--- src/include/fcs_map.svh ---
`ifndef FCS_MAP_SVH
`define FCS_MAP_SVH
`define FCS_CMD_READ_ARRAY 8'hFF
`define FCS_CMD_READ_STATUS 8'h70
`define FCS_CMD_CLEAR_STATUS 8'h50
`define FCS_CMD_PAGE_PROGRAM 8'h41
`define FCS_CMD_BLOCK_ERASE 8'h20
`define FCS_CMD_ERASE_ALL 8'hA7
`define FCS_CMD_LOCK_PROGRAM 8'h77
`define FCS_CMD_READ_LOCK 8'h71
`define FCS_CMD_CONFIRM 8'hD0
`define FCS_SR_EXCESS 3
`define FCS_SR_PROGERR 4
`define FCS_SR_ERASEERR 5
`define FCS_SR_READY 7
`define FCS_SR_RESET 8'h80
`define FCS_LOCK_DATA_BIT 6
`define FCS_PAGE_WORDS 128
`define FCS_OP_TIME_NS 2000
`define FCS_CLK_NS 10
`define FCS_OP_CYCLES ((`FCS_OP_TIME_NS + `FCS_CLK_NS - 1) / `FCS_CLK_NS)
`endif

--- src/include/fcs_pkg.sv ---
package fcs_pkg;
  typedef enum {
    FCS_READ_ARRAY,
    FCS_READ_STATUS,
    FCS_READ_LOCK,
    FCS_PAGE_LOAD,
    FCS_WAIT_ERASE,
    FCS_WAIT_ERASE_ALL,
    FCS_WAIT_LOCK,
    FCS_BUSY
  } fcs_state_t;
  typedef enum {FCS_OP_PROG, FCS_OP_ERASE, FCS_OP_ERASE_ALL, FCS_OP_LOCK} fcs_op_t;
  typedef struct packed {
    logic wr;
    logic rd;
    logic [23:0] addr;
    logic [15:0] wdata;
  } fcs_bus_t;
  typedef struct packed {
    logic excessWrite;
    logic programError;
    logic eraseError;
  } fcs_engine_result_t;
endpackage

--- src/hdl/fcs_sequencer.sv ---
`timescale 1ns/1ps
`include "fcs_map.svh"
// Functional notes
// - excess-write flag set when page program ends with excessive write
// - program-error flag set on program error in page or lock program
// - erase-error flag set on erase error in block or erase-all
// - reset or controller-reset falling edge clears the three error flags
// - clear-status code clears status bits 5..3 in one cycle
// - ready flag 0 while engine runs, 1 at end; only four commands touch it
// - ready flag forced 1 on reset and controller-reset falling edge
// - ready-busy bit mirrors engine ready state
// - each block has a lock bit; 0 locked, 1 unlocked
// - lock bit cleared only by lock program, set only by erasing block
// - lock-disable 1 treats all blocks unlocked, stored bits kept
// - erase with lock-disable erases regardless and sets lock bits to 1
// - 16-bit accesses at even addresses; command upper byte ignored
// - read-array code gives array reads from next cycle until new command
// - after read-status code, a read returns the status register
// - auto program starts only after all 128 words received
// - reprogramming a programmed page raises no program error
// - erase code then confirm at block top address erases that block
// - erase-all code then confirm erases all unlocked blocks
// - lock code then confirm at block top clears that block lock bit
// - after read-lock code, read of block top gives lock bit on data bit 6
// - bad second-cycle code on two-cycle commands sets erase and program errors
// - read-array code in second cycle cancels command, back to array mode
// - controller-reset falling edge aborts engine, array mode, status 0x80
module fcs_sequencer
  import fcs_pkg::*;
#(
  parameter int BLOCKS = 8,
  parameter int BLOCK_ADDR_BITS = 16,
  parameter int ADDR_BITS = 24,
  parameter int OP_CYCLES = `FCS_OP_CYCLES
) (
  // clock and reset
  input wire logic clk,
  input wire logic rst_n,
  // cpu bus
  input wire fcs_bus_t bus,
  output logic [15:0] rdata,
  output logic arrayRead,
  // control register bits
  input wire logic lock_disable_bit,
  input wire logic controller_reset_bit,
  output logic ready_busy_bit,
  // program/erase engine
  output logic engineStart,
  output fcs_op_t engineOp,
  output logic [ADDR_BITS-1:0] engineAddr,
  output logic [BLOCKS-1:0] engineBlocks,
  output logic engineAbort,
  output logic pageWrite,
  output logic [6:0] pageIndex,
  output logic [15:0] pageData,
  input wire logic engineDone,
  input wire fcs_engine_result_t engineResult,
  // flash array read data
  input wire logic [15:0] arrayData
);
  localparam int BLK_IDX_BITS = $clog2(BLOCKS);
  localparam logic [BLOCK_ADDR_BITS-1:0] TOP_OFFSET = {{(BLOCK_ADDR_BITS-1){1'b1}}, 1'b0};

  fcs_state_t state;
  logic [7:0] flash_op_status;
  logic [BLOCKS-1:0] lockBit;
  logic ctrlResetPrev;
  logic ctrlReset;
  logic [6:0] wordCount;
  logic [31:0] opTimer;
  logic [7:0] cmd;
  logic [BLK_IDX_BITS-1:0] blkIdx;
  logic atBlockTop;
  logic blkLocked;
  logic [BLOCKS-1:0] effLocked;

  assign cmd = bus.wdata[7:0];
  assign blkIdx = bus.addr[BLOCK_ADDR_BITS +: BLK_IDX_BITS];
  assign atBlockTop = bus.addr[BLOCK_ADDR_BITS-1:0] == TOP_OFFSET;
  assign effLocked = lock_disable_bit ? '0 : ~lockBit;
  assign blkLocked = effLocked[blkIdx];
  assign ctrlReset = ctrlResetPrev && !controller_reset_bit;
  assign engineAbort = ctrlReset;
  assign ready_busy_bit = flash_op_status[`FCS_SR_READY];
  assign arrayRead = state == FCS_READ_ARRAY;

  always_ff @(posedge clk or negedge rst_n) begin
    if (!rst_n) begin
      ctrlResetPrev <= 1'b0;
    end else begin
      ctrlResetPrev <= controller_reset_bit;
    end
  end

  // command sequencing; host keeps quiet while busy, so writes then are ignored
  always_ff @(posedge clk or negedge rst_n) begin
    if (!rst_n) begin
      state <= FCS_READ_ARRAY;
      wordCount <= 7'h00;
      engineStart <= 1'b0;
      engineOp <= FCS_OP_PROG;
      engineAddr <= '0;
      engineBlocks <= '0;
      pageWrite <= 1'b0;
      pageIndex <= 7'h00;
      pageData <= 16'h0000;
      opTimer <= 32'h0;
    end else begin
      engineStart <= 1'b0;
      pageWrite <= 1'b0;
      if (ctrlReset) begin
        state <= FCS_READ_ARRAY;
        opTimer <= 32'h0;
      end else if (state == FCS_BUSY) begin
        if (opTimer != 32'h0) begin
          opTimer <= opTimer - 32'h1;
        end
        if (engineDone) begin
          state <= FCS_READ_STATUS;
        end
      end else if (bus.wr) begin
        unique case (state)
          FCS_PAGE_LOAD: begin
            pageWrite <= 1'b1;
            pageIndex <= bus.addr[7:1];
            pageData <= bus.wdata;
            engineAddr <= bus.addr;
            wordCount <= wordCount + 7'h01;
            if (wordCount == 7'(`FCS_PAGE_WORDS - 1)) begin
              engineOp <= FCS_OP_PROG;
              engineBlocks <= '0;
              engineBlocks[blkIdx] <= ~blkLocked;
              engineStart <= 1'b1;
              opTimer <= 32'(OP_CYCLES);
              state <= FCS_BUSY;
            end
          end
          FCS_WAIT_ERASE, FCS_WAIT_ERASE_ALL, FCS_WAIT_LOCK: begin
            if (cmd == `FCS_CMD_CONFIRM && (state == FCS_WAIT_ERASE_ALL || atBlockTop)) begin
              engineAddr <= bus.addr;
              engineStart <= 1'b1;
              opTimer <= 32'(OP_CYCLES);
              state <= FCS_BUSY;
              engineBlocks <= '0;
              if (state == FCS_WAIT_ERASE_ALL) begin
                engineOp <= FCS_OP_ERASE_ALL;
                engineBlocks <= ~effLocked;
              end else if (state == FCS_WAIT_ERASE) begin
                engineOp <= FCS_OP_ERASE;
                engineBlocks[blkIdx] <= ~blkLocked;
              end else begin
                engineOp <= FCS_OP_LOCK;
                engineBlocks[blkIdx] <= 1'b1;
              end
            end else if (cmd == `FCS_CMD_READ_ARRAY) begin
              state <= FCS_READ_ARRAY;
            end else begin
              state <= FCS_READ_STATUS;
            end
          end
          default: begin
            wordCount <= 7'h00;
            unique case (cmd)
              `FCS_CMD_READ_ARRAY: state <= FCS_READ_ARRAY;
              `FCS_CMD_READ_STATUS: state <= FCS_READ_STATUS;
              `FCS_CMD_READ_LOCK: state <= FCS_READ_LOCK;
              `FCS_CMD_PAGE_PROGRAM: state <= FCS_PAGE_LOAD;
              `FCS_CMD_BLOCK_ERASE: state <= FCS_WAIT_ERASE;
              `FCS_CMD_ERASE_ALL: state <= FCS_WAIT_ERASE_ALL;
              `FCS_CMD_LOCK_PROGRAM: state <= FCS_WAIT_LOCK;
              default: state <= state;
            endcase
          end
        endcase
      end
    end
  end

  // status register; hardware error set wins over a same-cycle clear
  always_ff @(posedge clk or negedge rst_n) begin
    if (!rst_n) begin
      flash_op_status <= `FCS_SR_RESET;
    end else if (ctrlReset) begin
      flash_op_status <= `FCS_SR_RESET;
    end else begin
      if (state != FCS_BUSY && bus.wr && state != FCS_PAGE_LOAD && cmd == `FCS_CMD_CLEAR_STATUS &&
          state != FCS_WAIT_ERASE && state != FCS_WAIT_ERASE_ALL && state != FCS_WAIT_LOCK) begin
        flash_op_status[5:3] <= 3'h0;
      end
      if (engineStart) begin
        flash_op_status[`FCS_SR_READY] <= 1'b0;
      end
      if (state == FCS_BUSY && engineDone) begin
        flash_op_status[`FCS_SR_READY] <= 1'b1;
        // overwrite of programmed data is not an error; engine reports none
        if (engineOp == FCS_OP_PROG && engineResult.excessWrite) begin
          flash_op_status[`FCS_SR_EXCESS] <= 1'b1;
        end
        if ((engineOp == FCS_OP_PROG || engineOp == FCS_OP_LOCK) && engineResult.programError) begin
          flash_op_status[`FCS_SR_PROGERR] <= 1'b1;
        end
        if ((engineOp == FCS_OP_ERASE || engineOp == FCS_OP_ERASE_ALL) && engineResult.eraseError) begin
          flash_op_status[`FCS_SR_ERASEERR] <= 1'b1;
        end
      end
      if (bus.wr && (state == FCS_WAIT_ERASE || state == FCS_WAIT_ERASE_ALL || state == FCS_WAIT_LOCK) &&
          cmd != `FCS_CMD_CONFIRM && cmd != `FCS_CMD_READ_ARRAY) begin
        flash_op_status[`FCS_SR_PROGERR] <= 1'b1;
        flash_op_status[`FCS_SR_ERASEERR] <= 1'b1;
      end
    end
  end

  // error flags follow the engine report only in the cycle that ends the operation
  excess_set_a: assert property (@(posedge clk) disable iff (!rst_n)
    (state == FCS_BUSY && engineDone && !ctrlReset && engineOp == FCS_OP_PROG && engineResult.excessWrite)
    |=> flash_op_status[`FCS_SR_EXCESS]) else $error("excess flag not set");
  prog_err_set_a: assert property (@(posedge clk) disable iff (!rst_n)
    (state == FCS_BUSY && engineDone && !ctrlReset && engineOp inside {FCS_OP_PROG, FCS_OP_LOCK} &&
     engineResult.programError) |=> flash_op_status[`FCS_SR_PROGERR]) else $error("program flag not set");
  erase_err_set_a: assert property (@(posedge clk) disable iff (!rst_n)
    (state == FCS_BUSY && engineDone && !ctrlReset && engineOp inside {FCS_OP_ERASE, FCS_OP_ERASE_ALL} &&
     engineResult.eraseError) |=> flash_op_status[`FCS_SR_ERASEERR]) else $error("erase flag not set");
  err_reset_a: assert property (@(posedge clk) disable iff (!rst_n)
    ctrlReset |=> flash_op_status[5:3] == 3'h0) else $error("error flags not cleared");
  ready_reset_a: assert property (@(posedge clk) disable iff (!rst_n)
    ctrlReset |=> ready_busy_bit) else $error("ready not forced high");
  ready_high_a: assert property (@(posedge clk) disable iff (!rst_n)
    (state == FCS_BUSY && engineDone) |=> flash_op_status[`FCS_SR_READY]) else $error("ready not set");
  ready_hold_a: assert property (@(posedge clk) disable iff (!rst_n)
    (state == FCS_BUSY && !engineDone && !ctrlReset) |=> !flash_op_status[`FCS_SR_READY])
    else $error("ready high while busy");
  seq_err_all_a: assert property (@(posedge clk) disable iff (!rst_n)
    (bus.wr && !ctrlReset && state == FCS_WAIT_ERASE_ALL && cmd != `FCS_CMD_CONFIRM && cmd != `FCS_CMD_READ_ARRAY)
    |=> flash_op_status[5:4] == 2'b11) else $error("sequence error missing");

  // lock bits; flip-flops stand in for the nonvolatile cells, erased state is 1
  generate
    for (genvar b = 0; b < BLOCKS; b++) begin : g_lock
      always_ff @(posedge clk or negedge rst_n) begin
        if (!rst_n) begin
          lockBit[b] <= 1'b1;
        end else if (state == FCS_BUSY && engineDone && !ctrlReset && engineBlocks[b]) begin
          if (engineOp == FCS_OP_LOCK && !engineResult.programError) begin
            lockBit[b] <= 1'b0;
          end else if ((engineOp == FCS_OP_ERASE || engineOp == FCS_OP_ERASE_ALL) &&
                       !engineResult.eraseError) begin
            lockBit[b] <= 1'b1;
          end
        end
      end
    end
  endgenerate

  // lock bits move only in the cycle that ends an engine operation
  lock_hold_a: assert property (@(posedge clk) disable iff (!rst_n)
    (state != FCS_BUSY || !engineDone) |=> $stable(lockBit)) else $error("lock bits moved");
  lock_prog_a: assert property (@(posedge clk) disable iff (!rst_n)
    (state == FCS_BUSY && engineDone && !ctrlReset && engineOp == FCS_OP_LOCK && !engineResult.programError)
    |=> (lockBit & engineBlocks) == '0) else $error("lock bit not cleared");
  blk_unlock_a: assert property (@(posedge clk) disable iff (!rst_n)
    (state == FCS_BUSY && engineDone && !ctrlReset && engineOp == FCS_OP_ERASE && !engineResult.eraseError)
    |=> (lockBit & engineBlocks) == engineBlocks) else $error("block erase left locked");
  locked_skip_a: assert property (@(posedge clk) disable iff (!rst_n)
    (bus.wr && !ctrlReset && state == FCS_WAIT_ERASE_ALL && cmd == `FCS_CMD_CONFIRM && !lock_disable_bit)
    |=> (engineBlocks & ~lockBit) == '0) else $error("locked block selected");
  disable_erase_a: assert property (@(posedge clk) disable iff (!rst_n)
    (bus.wr && !ctrlReset && state == FCS_WAIT_ERASE && cmd == `FCS_CMD_CONFIRM && atBlockTop && lock_disable_bit)
    |=> engineBlocks != '0) else $error("override ignored");

  always_ff @(posedge clk or negedge rst_n) begin
    if (!rst_n) begin
      rdata <= 16'h0000;
    end else if (bus.rd) begin
      unique case (state)
        FCS_READ_STATUS, FCS_BUSY: rdata <= {8'h00, flash_op_status};
        FCS_READ_LOCK: rdata <= 16'(lockBit[blkIdx]) << `FCS_LOCK_DATA_BIT;
        default: rdata <= arrayData;
      endcase
    end
  end

  sr_clear_a: assert property (@(posedge clk) disable iff (!rst_n)
    ctrlReset |=> flash_op_status == `FCS_SR_RESET) else $error("status not reset");
  ready_low_a: assert property (@(posedge clk) disable iff (!rst_n)
    (engineStart && !ctrlReset) |=> !flash_op_status[`FCS_SR_READY]) else $error("ready not low while busy");
  ready_mirror_a: assert property (@(posedge clk) disable iff (!rst_n)
    ready_busy_bit == flash_op_status[7]) else $error("ready-busy mismatch");
  seq_error_a: assert property (@(posedge clk) disable iff (!rst_n)
    (bus.wr && !ctrlReset && state == FCS_WAIT_LOCK && cmd != 8'hD0 && cmd != 8'hFF)
    |=> flash_op_status[5:4] == 2'b11) else $error("sequence error missing");
  cancel_a: assert property (@(posedge clk) disable iff (!rst_n)
    (bus.wr && !ctrlReset && state == FCS_WAIT_ERASE && cmd == 8'hFF) |=> arrayRead)
    else $error("cancel not to array");
  erase_lock_a: assert property (@(posedge clk) disable iff (!rst_n)
    (state == FCS_BUSY && engineDone && !ctrlReset && engineOp == FCS_OP_ERASE_ALL && !engineResult.eraseError)
    |=> (lockBit & engineBlocks) == engineBlocks) else $error("erase left locked");
  lock_keep_a: assert property (@(posedge clk) disable iff (!rst_n)
    $rose(lock_disable_bit) |=> $stable(lockBit)) else $error("lock bits altered");
  clear_a: assert property (@(posedge clk) disable iff (!rst_n)
    (bus.wr && state == FCS_READ_ARRAY && cmd == 8'h50 && !ctrlReset) |=> flash_op_status[5:3] == 3'h0)
    else $error("clear status failed");

  // command decode and start conditions
  page_start_a: assert property (@(posedge clk) disable iff (!rst_n)
    (bus.wr && !ctrlReset && state == FCS_PAGE_LOAD && wordCount != 7'h7F) |=> !engineStart && state == FCS_PAGE_LOAD)
    else $error("early page start");
  erase_start_a: assert property (@(posedge clk) disable iff (!rst_n)
    (bus.wr && !ctrlReset && state == FCS_WAIT_ERASE && cmd == `FCS_CMD_CONFIRM && atBlockTop)
    |=> engineStart && engineOp == FCS_OP_ERASE) else $error("block erase not started");
  erase_all_start_a: assert property (@(posedge clk) disable iff (!rst_n)
    (bus.wr && !ctrlReset && state == FCS_WAIT_ERASE_ALL && cmd == `FCS_CMD_CONFIRM)
    |=> engineStart && engineOp == FCS_OP_ERASE_ALL) else $error("erase all not started");
  lock_start_a: assert property (@(posedge clk) disable iff (!rst_n)
    (bus.wr && !ctrlReset && state == FCS_WAIT_LOCK && cmd == `FCS_CMD_CONFIRM && atBlockTop)
    |=> engineStart && engineOp == FCS_OP_LOCK) else $error("lock program not started");
  cancel_lock_a: assert property (@(posedge clk) disable iff (!rst_n)
    (bus.wr && !ctrlReset && state == FCS_WAIT_LOCK && cmd == `FCS_CMD_READ_ARRAY) |=> arrayRead)
    else $error("lock cancel not to array");
  array_mode_a: assert property (@(posedge clk) disable iff (!rst_n)
    (bus.wr && !ctrlReset && state != FCS_BUSY && state != FCS_PAGE_LOAD && cmd == `FCS_CMD_READ_ARRAY)
    |=> arrayRead) else $error("read array not entered");
  abort_array_a: assert property (@(posedge clk) disable iff (!rst_n)
    ctrlReset |=> arrayRead) else $error("abort not to array");

  // read data paths
  status_read_a: assert property (@(posedge clk) disable iff (!rst_n)
    (bus.rd && state == FCS_READ_STATUS) |=> rdata == {8'h00, $past(flash_op_status)})
    else $error("status read wrong");
  lock_read_a: assert property (@(posedge clk) disable iff (!rst_n)
    (bus.rd && state == FCS_READ_LOCK) |=> (rdata & 16'hFFBF) == 16'h0000)
    else $error("lock read has stray bits");
  // timer is only a watch on engine latency, it never gates anything
  op_timer_a: assert property (@(posedge clk) disable iff (!rst_n)
    opTimer <= 32'(OP_CYCLES)) else $error("timer out of range");
endmodule

--- config.mk ---
export PLATFORM = sky130hd
export DESIGN_NAME = fcs_sequencer
export DESIGN_NICKNAME = d
export VERILOG_FILES = /design/src/include/fcs_pkg.sv /design/src/hdl/fcs_sequencer.sv
export VERILOG_INCLUDE_DIRS = /design/src /design/src/include
export SDC_FILE = /design/constraint.sdc
export NUM_CORES = 1
export LEC_CHECK = 0
export BUFFER_PORTS_ARGS = -buffer_cell sky130_fd_sc_hd__buf_4
export CAP_MARGIN = 30
export CORE_ASPECT_RATIO = 1.75
export CORE_MARGIN = 2
export CORE_UTILIZATION = 54
export CTS_CLUSTER_SIZE = 25
export DETAILED_ROUTE_END_ITERATION = 6
export PLACE_DENSITY = 0.85
export SKIP_CTS_REPAIR_TIMING = 1
export SYNTH_ARGS = -nofsm -noshare
export SYNTH_HDL_FRONTEND = slang
export SYNTH_SLANG_ARGS = --single-unit
--- constraint.sdc ---
create_clock -name clk -period 5.6 [get_ports clk]
set_input_delay 0.56 -clock clk [delete_from_list [all_inputs] [get_ports clk]]
set_output_delay 0.56 -clock clk [all_outputs]
set_load 0.02 [all_outputs]
==> results.cfg <==
[run_status]
status = completed

[timing]
relSlewSlack_pct = 32.3
fin_skew_ns = 0.00852
rsz0062_at_grt = no
finalSetupViolCount = 0
finalSetupTns_ns = 0
worst-slew-pin-transition_ns = 1.01
fmax_ghz = 0.392
finalCritPeriodShare_pct = 45.5
fin_ws_ns = 3.05
maxSlewViolCount = 0
hold_viol_final = 0
period_minus_slack_ns = 2.55
whs_ns = 0.199

[worst_setup_path]
arrival_ns = 2.77
cp-startpoint = state[2]
critPathKind = register to register
worstPathRequired_ns = 5.83
end_kind = register
crit_path_max_fanout = 24
r2r-start = state[2]
worstRegToRegCells = 5
startpoint_type = register

[drt]
firstDrtPassIters = 5
vias_per_cell = 5.60
route.detailed.drc = 0
ant_nets = 0
vias = 4113
wl_um = 12400
initialDrtViolationCount = 301
wire_per_inst_um = 16.9

[cts]
cts.sinks = 98
h-tree-depth = 3
cts-root-buf = clkbuf_16
cts_inserted_buffers = 9
cts_buffer_depth = 2
insertion_delay_ns = 0.34
clk_pin_slew_ns = 0.06
tritoncts = built

[floorplan]
chipHeight_um = 132
start_util_pct = 55.4
dieArea_um2 = 10200
die_x_um = 77.0
core_area_um2 = 9090
ios = 174
row_count = 46

[finish]
nets = 678
final_cell_mix = buf_4, dfrtp_1, nor2_1
drive_gt1_share_pct = 37.3
antenna_cells = 0
layout_commonest_cell = buf_4
area_growth_pct = 25.9

[pwr]
power_leakage_nw = 3.06
power_mw = 2.61
ir_worst_vdd_v = 0.000299
power.density_nw_per_um2 = 412

[synthesis]
ys_warn_count = 0
seq_area_frac_synth_pct = 48.9
synth_cell_types = 63
synthArstFlopShare_pct = 100
syn_area_um2 = 5040
synth_edf_count = 0
syn-instance-count = 476
synth_mux_area_share_pct = 12.9
ys_ff_latch = 98
synth_top_family_by_area = simple AND/OR/NAND/NOR gates
synthAdderAreaFrac_pct = 0.745
synth-simple-area-share_pct = 15.1
syn_avg_cell_area_um2 = 10.6
synthXorXnorAreaFrac_pct = 0.174
synth_compound_area_share_pct = 13.4
synthFlopType = dfrtp_1

[global_route]
grt_pass1_wl_um = 20000
grt_overflow = 0
grt_pass1_vias = 4241
antenna_found_initial = 0
grt_usage_pct = 24.6
grt_max_degree = 58

[job]
maxCapViolCount = 0

[placement]
post-place-ws_ns = 2.96
gp_congestion = 0.887
dp.final_hpwl_um = 9310
io_buffer_count = 143

[worst_hold_path]
hold_class = input pin to async pin
[flip-flops by register name, summed over array words and instances (netlist names)]
register	count
pageIndex	7
engineBlocks	8
pageWrite	1
ctrlResetPrev	1
pageData	16
engineAddr	24
state	3
lockBit	8
flash_op_status	4
rdata	16
engineStart	1
engineOp	2
wordCount	7
[synth_stat cells (2+ instances only)]
library cell | instances | area share, %
a22o_1 | 3 | 0.52
o21ai_0 | 33 | 3.3
o21ai_1 | 8 | 0.79
nand4b_1 | 3 | 0.52
buf_4 | 30 | 4.5
nand4_1 | 7 | 0.87
or4_1 | 2 | 0.30
nand2b_1 | 7 | 0.87
nor4_1 | 2 | 0.25
and3b_1 | 2 | 0.35
buf_12 | 2 | 0.79
mux2_4 | 20 | 6.0
nor2b_1 | 6 | 0.74
a211oi_1 | 4 | 0.60
clkbuf_1 | 10 | 0.74
and2_1 | 3 | 0.37
buf_6 | 3 | 0.67
dfrtp_1 | 89 | 44
buf_2 | 7 | 0.69
and3_1 | 12 | 1.5
a31oi_1 | 6 | 0.74
nor3b_1 | 3 | 0.45
inv_1 | 16 | 1.2
a32oi_1 | 3 | 0.52
nor2_1 | 39 | 2.9
o41ai_1 | 2 | 0.35
nor4b_1 | 2 | 0.35
dfstp_2 | 9 | 4.7
nand2_1 | 27 | 2.0
nand3_1 | 11 | 1.1
ha_1 | 3 | 0.74
nor4b_2 | 2 | 0.60
a21oi_1 | 35 | 3.5
mux2_1 | 2 | 0.45
mux2_2 | 28 | 6.3
or3_1 | 2 | 0.25
nor3_1 | 7 | 0.69
[layer usage]
layer	up-vias	share of wire, %	GRT usage (%)
met5	-	0	0
met2	181	55	45.0
met4	0	4.0	14.7
met3	33	5.2	4.32
met1	1986	36	26.0
li1	1913	-	-
[where the power goes]
group	switching [mW]	leakage, nW	internal (mW)	total (mW)
registers	0.134	1.25	0.883	1.02
clock network	0.248	0.154	0.395	0.643
logic	0.508	1.65	0.447	0.954
total	0.890	3.06	1.73	2.61
[logic make-up (layout without fill, tap and decap cells)]
kind of cell,count (synthesis),count (layout)
AO/OA/AOI/OAI,109,109
XOR/XNOR,1,1
adder cells (fa/ha/maj),3,3
buffers and inverters,70,179
flip-flops,98,98
multiplexers,51,51
other,1,30
AND/OR/NAND/NOR,143,143
[stage by stage]
| step | util [%] | instance area (um2) | cells |
|---|---|---|---|
| after global routing | 69.8 | 6340 | 734 |
| after global placement | 66.2 | 6020 | 718 |
| final | 69.8 | 6340 | 734 |
| after CTS | 69.8 | 6340 | 734 |
| after floorplan | - | 5150 | 505 |
| after detailed placement | 66.2 | 6020 | 718 |
[worst paths after layout]
| path | endpoint | slack, ns |
|---|---|---|
| max | engineAddr[23] | 3.05 |
| min reg2reg | lockBit[1] | 0.45 |
| max in group asynchronous | engineBlocks[7] | 4.28 |
| min in group clk | ctrlResetPrev | 0.34 |
| min | engineAddr[12] | 0.20 |
| max reg2reg | engineAddr[23] | 3.05 |
[critical path: stages (launching register included)]
cell and delay, ns:
dfrtp_1 0.64, a21boi_1 0.57, and3_4 0.35, o21a_1 0.12
buf_4 0.37, mux2_2 0.38
[area by class of cell]
type                       count  area [um2]
clock buffer                  13         280
sequential                    98        2460
clock inverter                 3        45.0
tap                          120         150
inverter                      17        63.8
fill                         708        2750
timing repair buffer         146        1100
multi-input combinational    337        2250
Note: power is estimated with default switching activity, not from simulation.
